===== src/inc/fpc_cfg.svh =====
`ifndef FPC_CFG_SVH
`define FPC_CFG_SVH
// address and data widths of the flash pins, and the sector index width
`define FPC_ADDR_W 20
`define FPC_DATA_W 16
`define FPC_SECT_W 6
// clock period and pin timing, times in ns
`define FPC_CLK_NS 25
`define FPC_ACC_NS 70
`define FPC_CE_NS 70
`define FPC_RP_NS 500
`define FPC_RH_NS 50
`define FPC_READY_NS 20000
`define FPC_SLEEP_EXTRA_NS 30
// derived cycle counts: least times round up
`define FPC_CYC_UP(ns) (((ns) + `FPC_CLK_NS - 1) / `FPC_CLK_NS)
`define FPC_ACC_CYC `FPC_CYC_UP(`FPC_ACC_NS)
`define FPC_CE_CYC `FPC_CYC_UP(`FPC_CE_NS)
`define FPC_RP_CYC `FPC_CYC_UP(`FPC_RP_NS)
`define FPC_RH_CYC `FPC_CYC_UP(`FPC_RH_NS)
`define FPC_SLEEP_CYC `FPC_CYC_UP(`FPC_ACC_NS + `FPC_SLEEP_EXTRA_NS)
`define FPC_READY_CYC `FPC_CYC_UP(`FPC_READY_NS)
`define FPC_CNT_W 16
// sector map fields of the top-boot layout
`define FPC_TOP_HI 19
`define FPC_TOP_LO 15
`define FPC_BOOT_HI 14
`define FPC_BOOT_LO 12
`define FPC_TOP_BLOCK 5'h1F
`define FPC_SECT_HALF 6'h1F
`define FPC_SECT_8K_A 6'h20
`define FPC_SECT_8K_B 6'h21
`define FPC_LAST_SECT 6'h22
`define FPC_STATUS_BITS 8
`endif


===== src/inc/fpc_pkg.sv =====
`include "fpc_cfg.svh"
package fpc_pkg;
    // host side sequencer states
    typedef enum logic [2:0] {
        FPC_CLEAR = 3'b000,
        FPC_POST = 3'b001,
        FPC_IDLE = 3'b010,
        FPC_READ = 3'b011,
        FPC_WRITE = 3'b100,
        FPC_WREC = 3'b101
    } fpc_state_e;
    // pin bundle driven toward the flash
    typedef struct packed {
        logic chip_sel_n;
        logic out_gate_n;
        logic wr_strobe_n;
        logic clear_n;
        logic byte_mode_n;
        logic [`FPC_ADDR_W-1:0] addr;
    } fpc_pins_s;
    // user request
    typedef struct packed {
        logic write;
        logic [`FPC_ADDR_W-1:0] addr;
        logic lsb;
        logic [`FPC_DATA_W-1:0] wdata;
    } fpc_req_s;
endpackage


===== src/fpc_sector_decode.sv =====
`timescale 1ns/1ps
`include "fpc_cfg.svh"
// maps a word address to its top-boot sector index
module fpc_sector_decode (
    // address
    input wire logic [`FPC_ADDR_W-1:0] addr_in,
    // result
    output logic [`FPC_SECT_W-1:0] sector_index_out
);
    logic [4:0] top_w;
    logic [2:0] boot_w;
    assign top_w = addr_in[`FPC_TOP_HI:`FPC_TOP_LO];
    assign boot_w = addr_in[`FPC_BOOT_HI:`FPC_BOOT_LO];
    // 64k sectors below the boot block, small ones inside it
    always_comb begin
        if (top_w != `FPC_TOP_BLOCK) begin
            sector_index_out = {1'b0, top_w};
        end else if (!boot_w[2]) begin
            sector_index_out = `FPC_SECT_HALF;
        end else if (boot_w[1]) begin
            sector_index_out = `FPC_LAST_SECT;
        end else begin
            sector_index_out = boot_w[0] ? `FPC_SECT_8K_B : `FPC_SECT_8K_A;
        end
    end
endmodule


===== src/fpc_host.sv =====
`timescale 1ns/1ps
`include "fpc_cfg.svh"
module fpc_host #(
    parameter int READY_CYC = `FPC_READY_CYC,
    parameter int ACC_CYC = `FPC_ACC_CYC,
    parameter int CE_CYC = `FPC_CE_CYC
) (
    // clock and reset
    input wire logic clk_sys_in,
    input wire logic rst_in,
    // user side
    input wire logic req_valid_in,
    input wire fpc_pkg::fpc_req_s req_in,
    input wire logic byte_mode_in,
    input wire logic clear_req_in,
    output logic req_ready_out,
    output logic rd_valid_out,
    output logic [`FPC_DATA_W-1:0] rd_data_out,
    output logic [`FPC_SECT_W-1:0] sector_index_out,
    output logic busy_out,
    output logic clear_done_out,
    // flash pins
    output fpc_pkg::fpc_pins_s pins_out,
    input wire logic [`FPC_DATA_W-1:0] dq_in,
    output logic [`FPC_DATA_W-1:0] dq_out,
    output logic dq_oe_out,
    input wire logic ready_busy_in
);
    fpc_pkg::fpc_state_e state_r;
    logic [`FPC_CNT_W-1:0] cnt_r;
    logic [2:0] rb_sync_r;
    logic rb_r;
    logic ce_idle_r;
    logic [`FPC_SECT_W-1:0] sect_w;
    logic [`FPC_ADDR_W-1:0] dec_addr_w;

    // three-stage synchroniser; level changes once stages two and three agree
    always_ff @(posedge clk_sys_in or posedge rst_in) begin
        if (rst_in) begin
            rb_sync_r <= 3'h0;
            rb_r <= 1'b0;
        end else begin
            rb_sync_r <= {rb_sync_r[1:0], ready_busy_in};
            if (rb_sync_r[1] == rb_sync_r[2]) begin
                rb_r <= rb_sync_r[2];
            end
        end
    end

    // sector of the request, for erase bookkeeping upstream
    assign dec_addr_w = req_in.addr;
    fpc_sector_decode i_fpc_sector_decode (
        .addr_in(dec_addr_w),
        .sector_index_out(sect_w)
    );

    // main sequencer; the clear pulse starts after reset and on a clear request in idle
    always_ff @(posedge clk_sys_in or posedge rst_in) begin
        if (rst_in) begin
            state_r <= fpc_pkg::FPC_CLEAR;
            cnt_r <= '0;
            pins_out <= '{chip_sel_n: 1'b1, out_gate_n: 1'b1, wr_strobe_n: 1'b1,
                          clear_n: 1'b0, byte_mode_n: 1'b1, addr: '0};
            dq_out <= '0;
            dq_oe_out <= 1'b0;
            req_ready_out <= 1'b0;
            rd_valid_out <= 1'b0;
            rd_data_out <= '0;
            sector_index_out <= '0;
            clear_done_out <= 1'b0;
            ce_idle_r <= 1'b1;
        end else begin
            rd_valid_out <= 1'b0;
            clear_done_out <= 1'b0;
            cnt_r <= cnt_r + 1'b1;
            case (state_r)
                fpc_pkg::FPC_CLEAR: begin
                    // no access while clear is low
                    pins_out.clear_n <= 1'b0;
                    pins_out.chip_sel_n <= 1'b1;
                    dq_oe_out <= 1'b0;
                    req_ready_out <= 1'b0;
                    if (cnt_r >= `FPC_CNT_W'(`FPC_RP_CYC - 1)) begin
                        pins_out.clear_n <= 1'b1;
                        cnt_r <= '0;
                        state_r <= fpc_pkg::FPC_POST;
                    end
                end
                fpc_pkg::FPC_POST: begin
                    // wait post-clear delay, and ready/busy high if a clear hit an
                    // embedded operation, bounded by the embedded clear time
                    if (cnt_r >= `FPC_CNT_W'(`FPC_RH_CYC - 1)
                        && (rb_r || cnt_r >= `FPC_CNT_W'(READY_CYC - 1))) begin
                        clear_done_out <= 1'b1;
                        req_ready_out <= 1'b1;
                        ce_idle_r <= 1'b1;
                        state_r <= fpc_pkg::FPC_IDLE;
                    end
                end
                fpc_pkg::FPC_IDLE: begin
                    // deselected with clear high is standby; a running operation
                    // carries on, so the host only watches ready/busy
                    pins_out.chip_sel_n <= 1'b1;
                    pins_out.out_gate_n <= 1'b1;
                    pins_out.wr_strobe_n <= 1'b1;
                    dq_oe_out <= 1'b0;
                    if (clear_req_in) begin
                        // pin drops on this edge so the low time spans the whole count
                        pins_out.clear_n <= 1'b0;
                        req_ready_out <= 1'b0;
                        cnt_r <= '0;
                        state_r <= fpc_pkg::FPC_CLEAR;
                    end else if (req_valid_in) begin
                        req_ready_out <= 1'b0;
                        cnt_r <= '0;
                        sector_index_out <= sect_w;
                        pins_out.byte_mode_n <= ~byte_mode_in;
                        pins_out.addr <= req_in.addr;
                        pins_out.chip_sel_n <= 1'b0;
                        if (req_in.write) begin
                            // strobe low, gate high for a write
                            pins_out.wr_strobe_n <= 1'b0;
                            dq_out <= byte_mode_in ? {req_in.lsb, 7'h00, req_in.wdata[7:0]}
                                                   : req_in.wdata;
                            dq_oe_out <= 1'b1;
                            state_r <= fpc_pkg::FPC_WRITE;
                        end else begin
                            // gate low, strobe high for a read
                            pins_out.out_gate_n <= 1'b0;
                            // dq_oe_out covers the data lanes only; in byte mode bit 15
                            // is an address input of the flash and is always driven
                            if (byte_mode_in) begin
                                dq_out <= {req_in.lsb, 15'h0000}; // extra byte-select bit
                                dq_oe_out <= 1'b0;
                            end
                            state_r <= fpc_pkg::FPC_READ;
                        end
                    end
                end
                fpc_pkg::FPC_READ: begin
                    // from standby select access time, else address access time
                    if (cnt_r >= `FPC_CNT_W'((ce_idle_r ? CE_CYC : ACC_CYC) - 1)) begin
                        // during an operation this byte is status, not array data
                        rd_data_out <= pins_out.byte_mode_n ? dq_in
                                       : {8'h00, dq_in[`FPC_STATUS_BITS-1:0]};
                        rd_valid_out <= 1'b1;
                        req_ready_out <= 1'b1;
                        ce_idle_r <= 1'b1;
                        state_r <= fpc_pkg::FPC_IDLE;
                    end
                end
                fpc_pkg::FPC_WRITE: begin
                    if (cnt_r >= `FPC_CNT_W'(ACC_CYC - 1)) begin
                        pins_out.wr_strobe_n <= 1'b1;
                        cnt_r <= '0;
                        state_r <= fpc_pkg::FPC_WREC;
                    end
                end
                fpc_pkg::FPC_WREC: begin
                    // one cycle of data hold after the strobe rises
                    dq_oe_out <= 1'b0;
                    pins_out.chip_sel_n <= 1'b1;
                    req_ready_out <= 1'b1;
                    state_r <= fpc_pkg::FPC_IDLE;
                end
                default: begin
                    state_r <= fpc_pkg::FPC_CLEAR;
                end
            endcase
        end
    end

    // ready/busy low means an embedded operation; a cut one must be reissued
    always_ff @(posedge clk_sys_in or posedge rst_in) begin
        if (rst_in) begin
            busy_out <= 1'b0;
        end else begin
            busy_out <= ~rb_r;
        end
    end

    // the clear pulse stays low for at least 8 cycles after it falls
    property p_clear_width;
        @(posedge clk_sys_in) disable iff (rst_in)
        $fell(pins_out.clear_n) |-> !pins_out.clear_n [*8];
    endproperty
    a_clear_width: assert property (p_clear_width) else $error("clear pulse short");

    // cycles the clear pin has been low, so the full width can be checked
    logic [`FPC_CNT_W-1:0] clr_low_r;
    always_ff @(posedge clk_sys_in or posedge rst_in) begin
        if (rst_in) begin
            clr_low_r <= '0;
        end else if (pins_out.clear_n) begin
            clr_low_r <= '0;
        end else begin
            clr_low_r <= clr_low_r + 1'b1;
        end
    end

    // a clear pulse ends only after the whole minimum width
    property p_clear_len;
        @(posedge clk_sys_in) disable iff (rst_in)
        $rose(pins_out.clear_n) |-> clr_low_r >= `FPC_CNT_W'(`FPC_RP_CYC);
    endproperty
    a_clear_len: assert property (p_clear_len) else $error("clear pulse below minimum");

    // no select while clear is low
    property p_no_access_in_clear;
        @(posedge clk_sys_in) disable iff (rst_in)
        !pins_out.clear_n |-> pins_out.chip_sel_n;
    endproperty
    a_no_access_in_clear: assert property (p_no_access_in_clear) else $error("access in clear");

    // read pin levels
    property p_read_levels;
        @(posedge clk_sys_in) disable iff (rst_in)
        state_r == fpc_pkg::FPC_READ |-> !pins_out.chip_sel_n && !pins_out.out_gate_n
            && pins_out.wr_strobe_n && !dq_oe_out;
    endproperty
    a_read_levels: assert property (p_read_levels) else $error("bad read levels");

    // write pin levels
    property p_write_levels;
        @(posedge clk_sys_in) disable iff (rst_in)
        state_r == fpc_pkg::FPC_WRITE |-> !pins_out.chip_sel_n && pins_out.out_gate_n
            && !pins_out.wr_strobe_n;
    endproperty
    a_write_levels: assert property (p_write_levels) else $error("bad write levels");

    // no read before the post-clear delay
    property p_post_clear;
        @(posedge clk_sys_in) disable iff (rst_in)
        $rose(pins_out.clear_n) |-> pins_out.out_gate_n [*2];
    endproperty
    a_post_clear: assert property (p_post_clear) else $error("read too soon");

    // a read waits the select access time before data is taken
    property p_read_wait;
        @(posedge clk_sys_in) disable iff (rst_in)
        $fell(pins_out.out_gate_n) |-> !rd_valid_out [*3];
    endproperty
    a_read_wait: assert property (p_read_wait) else $error("read data early");

    // scenario covers
    c_read: cover property (@(posedge clk_sys_in) disable iff (rst_in) rd_valid_out);
    c_write: cover property (@(posedge clk_sys_in) disable iff (rst_in)
        state_r == fpc_pkg::FPC_WREC);
    c_clear_busy: cover property (@(posedge clk_sys_in) disable iff (rst_in)
        state_r == fpc_pkg::FPC_POST && busy_out);
endmodule


===== config.mk =====
export PLATFORM = sky130hd
export DESIGN_NAME = fpc_host
export DESIGN_NICKNAME = d
export VERILOG_FILES = /design/src/inc/fpc_pkg.sv /design/src/fpc_sector_decode.sv /design/src/fpc_host.sv
export VERILOG_INCLUDE_DIRS = /design/src /design/src/inc
export SDC_FILE = /design/constraint.sdc
export NUM_CORES = 1
export LEC_CHECK = 0
export BUFFER_PORTS_ARGS = -buffer_cell sky130_fd_sc_hd__buf_2
export CORE_UTILIZATION = 55
export DETAILED_ROUTE_END_ITERATION = 8
export PLACE_DENSITY = 0.92
export SYNTH_ARGS = -nofsm -noshare
export SYNTH_HDL_FRONTEND = slang
export SYNTH_SLANG_ARGS = --single-unit

===== constraint.sdc =====
create_clock -name clk_sys_in -period 6.2 [get_ports clk_sys_in]
set_input_delay 0.31 -clock clk_sys_in [delete_from_list [all_inputs] [get_ports clk_sys_in]]
set_output_delay 0.31 -clock clk_sys_in [all_outputs]
set_load 0.01 [all_outputs]

==> flow_metrics.tcl <==
set metrics [dict create \
    period_needed_ps 2724 \
    hp-class "primary input to register" \
    arrival_ps 2970 \
    wl_mm 9.710 \
    path_max_fanout 27 \
    port_buffers 127 \
    synthFlopType "dfrtp_1" \
    antenna_found_initial 0 \
    ys_seq_elements 91 \
    syn_area_per_cell_um2 10.21 \
    worstPathRequired_ps 6450 \
    drc 0 \
    rsz0062_at_grt "false" \
    die_w_um 87.31 \
    syn_to_final_growth_pct 22.48 \
    via_per_inst 5.472 \
    numCtsBuffers 9 \
    leakage_nw 2.551 \
    core_mm2 0.006907 \
    max-cap-violations 0 \
    drtIter0Drc 307 \
    fp.dieH_um 87.31 \
    mostFrequentLayoutCells "buf_2, nand2_1, dfrtp_1" \
    htree_num_levels 3 \
    power_density_mw_per_mm2 438.2 \
    final_common_cell "buf_2" \
    ant_nets 0 \
    setup_viol_count_final 0 \
    syn_nets 457 \
    diodes 0 \
    clockBufferDepth 2 \
    insertion_delay_ps 360 \
    row_count 30 \
    postCtsSetupRepairBufs 0 \
    fmax_mhz 367.1 \
    worstSetupStartpointType "register" \
    grt_pass1_wl_mm 15.08 \
    synth.yosys.seq_area_share 0.5702 \
    die-area_mm2 0.007622 \
    async_reset_ff_frac 1.000 \
    hold_slack_ps 46.94 \
    synth_area_mm2 0.004003 \
    finalHoldViolations 0 \
    layout.nets 581 \
    worstMarginPinSlew_ps 964.0 \
    gr-total-overflow 0 \
    period_share 0.4394 \
    wl_per_cell_um 15.76 \
    yosys_warnings 0 \
    timing.setup.tns_ps 0 \
    via_count 3371 \
    grt_pass1_vias 3240 \
    drt_pre_antenna_iters 4 \
    start_util 0.5795 \
    ios 128 \
    instances_no_fill 616 \
    synth-edff-count 0 \
    drive_gt1_frac 0.3135 \
    clkSinkCount 91 \
    fin_worst_skew_ps 10.28 \
    endpoint_kind "register" \
    path_class "register to register" \
    placed_cells 600 \
    finalMaxSlewViolations 0 \
    cts-root-buf "clkbuf_8" \
    dp_hpwl_mm 7.067 \
    ys_types 55 \
    cts_tree "built" \
    path_clk_slew_ps 90 \
    vdd_drop_max_v 0.0001418 \
    synth_cells 392 \
    gp_congestion 0.9087 \
    grt_max_degree 65 \
    grt_usage 0.2597 \
    status "completed" \
    relSlewSlack 0.3569 \
]
[sequential cells by signal (all words and copies together) (netlist names)]
| register | count |
|---|---|
| cnt_r | 16 |
| busy_out | 1 |
| rd_valid_out | 1 |
| dq_oe_out | 1 |
| dq_out | 16 |
| clear_done_out | 1 |
| rd_data_out | 16 |
| sector_index_out | 6 |
| rb_r | 1 |
| pins_out | 25 |
| state_r | 3 |
| req_ready_out | 1 |
| rb_sync_r | 3 |
[path summary, 6_finish.rpt]
kind,startpoint,end,slack [ps],cells after the start
setup reg to reg,state_r[1]$_DFFE_PP0P_,dq_out[5]$_DFFE_PP0P_,3480,4
min in group asynchronous,rst_in,pins_out[18]$_DFFE_PP0P_,490,3
hold / removal,ready_busy_in,rb_sync_r[0]$_DFF_PP0_,50,1
max in group asynchronous,rst_in,dq_out[15]$_DFFE_PP0P_,4570,4
hold reg to reg,rb_sync_r[0]$_DFF_PP0_,rb_sync_r[1]$_DFF_PP0_,360,0
setup / recovery,state_r[1]$_DFFE_PP0P_,dq_out[5]$_DFFE_PP0P_,3480,4
[final cells by class]
class	instances	area (um^2)
flip-flops and latches	91	2282
fillers	496	2004
multi-input cells	262	1554
repair buffers	130	660.6
clock buffers	10	137.6
well taps	96	120.1
inverters	22	83.83
clock inverters	5	63.81
[where the power goes]
part           switching [W]  internal, W
combinational       0.000431     0.000333
sequential          0.000164     0.000816
clock               0.000208     0.000197
[cells by family (layout without fill, tap and decap cells)]
| group | after synthesis | count (layout) | synth area share |
|---|---|---|---|
| multiplexers | 18 | 18 | 0.04752 |
| AO/OA/AOI/OAI | 67 | 67 | 0.1110 |
| buffers and inverters | 39 | 167 | 0.04251 |
| flip-flops | 91 | 91 | 0.5702 |
| adder cells (fa/ha/maj) | 6 | 6 | 0.01813 |
| XOR/XNOR | 12 | 12 | 0.02626 |
| AND/OR/NAND/NOR | 159 | 159 | 0.1844 |
[Yosys cell counts (2+ instances only)]
cell / count / area share
a21oi_1: 10 / 0.013
a221oi_1: 2 / 0.0044
a22o_1: 8 / 0.018
a31o_2: 2 / 0.0044
a31oi_1: 7 / 0.011
and2_1: 2 / 0.0031
and4_1: 2 / 0.0044
buf_1: 2 / 0.0019
buf_2: 4 / 0.0050
buf_4: 2 / 0.0038
clkbuf_1: 8 / 0.0075
dfrtp_1: 87 / 0.54
dfstp_2: 4 / 0.026
ha_1: 5 / 0.016
inv_1: 22 / 0.021
mux2_2: 7 / 0.020
mux2i_1: 10 / 0.025
nand2_1: 90 / 0.084
nand3_1: 10 / 0.013
nand4_1: 2 / 0.0031
nor2_1: 24 / 0.023
nor2b_1: 9 / 0.014
nor3_1: 6 / 0.0075
nor4_1: 4 / 0.0063
o21ai_0: 20 / 0.025
o21bai_1: 2 / 0.0038
o31ai_1: 3 / 0.0056
xnor2_1: 10 / 0.022
xor2_1: 2 / 0.0044
[per-layer routing]
layer  global-route usage  up-vias  share of wire
met4               0.1356        0          0.035
li1                     -     1577              -
met3              0.04834       28          0.066
met2               0.4411      151           0.51
met5                    0        -              0
met1               0.3152     1615           0.39
[critical path: stages (launching register included)]
cell and delay, ps:
dfrtp_1 620, nor2b_1 310, and3_1 810, o21ai_1 500, a22o_1 370
[metrics by stage]
step	power [W]	utilization	area (um^2)	setup slack, ps
global placement	0.001699	0.6792	4691	3679
CTS	0.002159	0.7098	4902	3487
detailed placement	0.001754	0.6792	4691	3484
floorplan	0.001433	-	4003	3533
global route	0.002286	0.7098	4902	3240
finish	0.002148	0.7098	4902	3476
[repair_timing]
| item | CTS | global route |
|---|---|---|
| hold buffers | 1 | 0 |
| hold endpoints to repair | 27 | 0 |
| setup endpoints to repair | 0 | 0 |
| resized for setup | 0 | 0 |
Power figures use the tool's default switching activity.
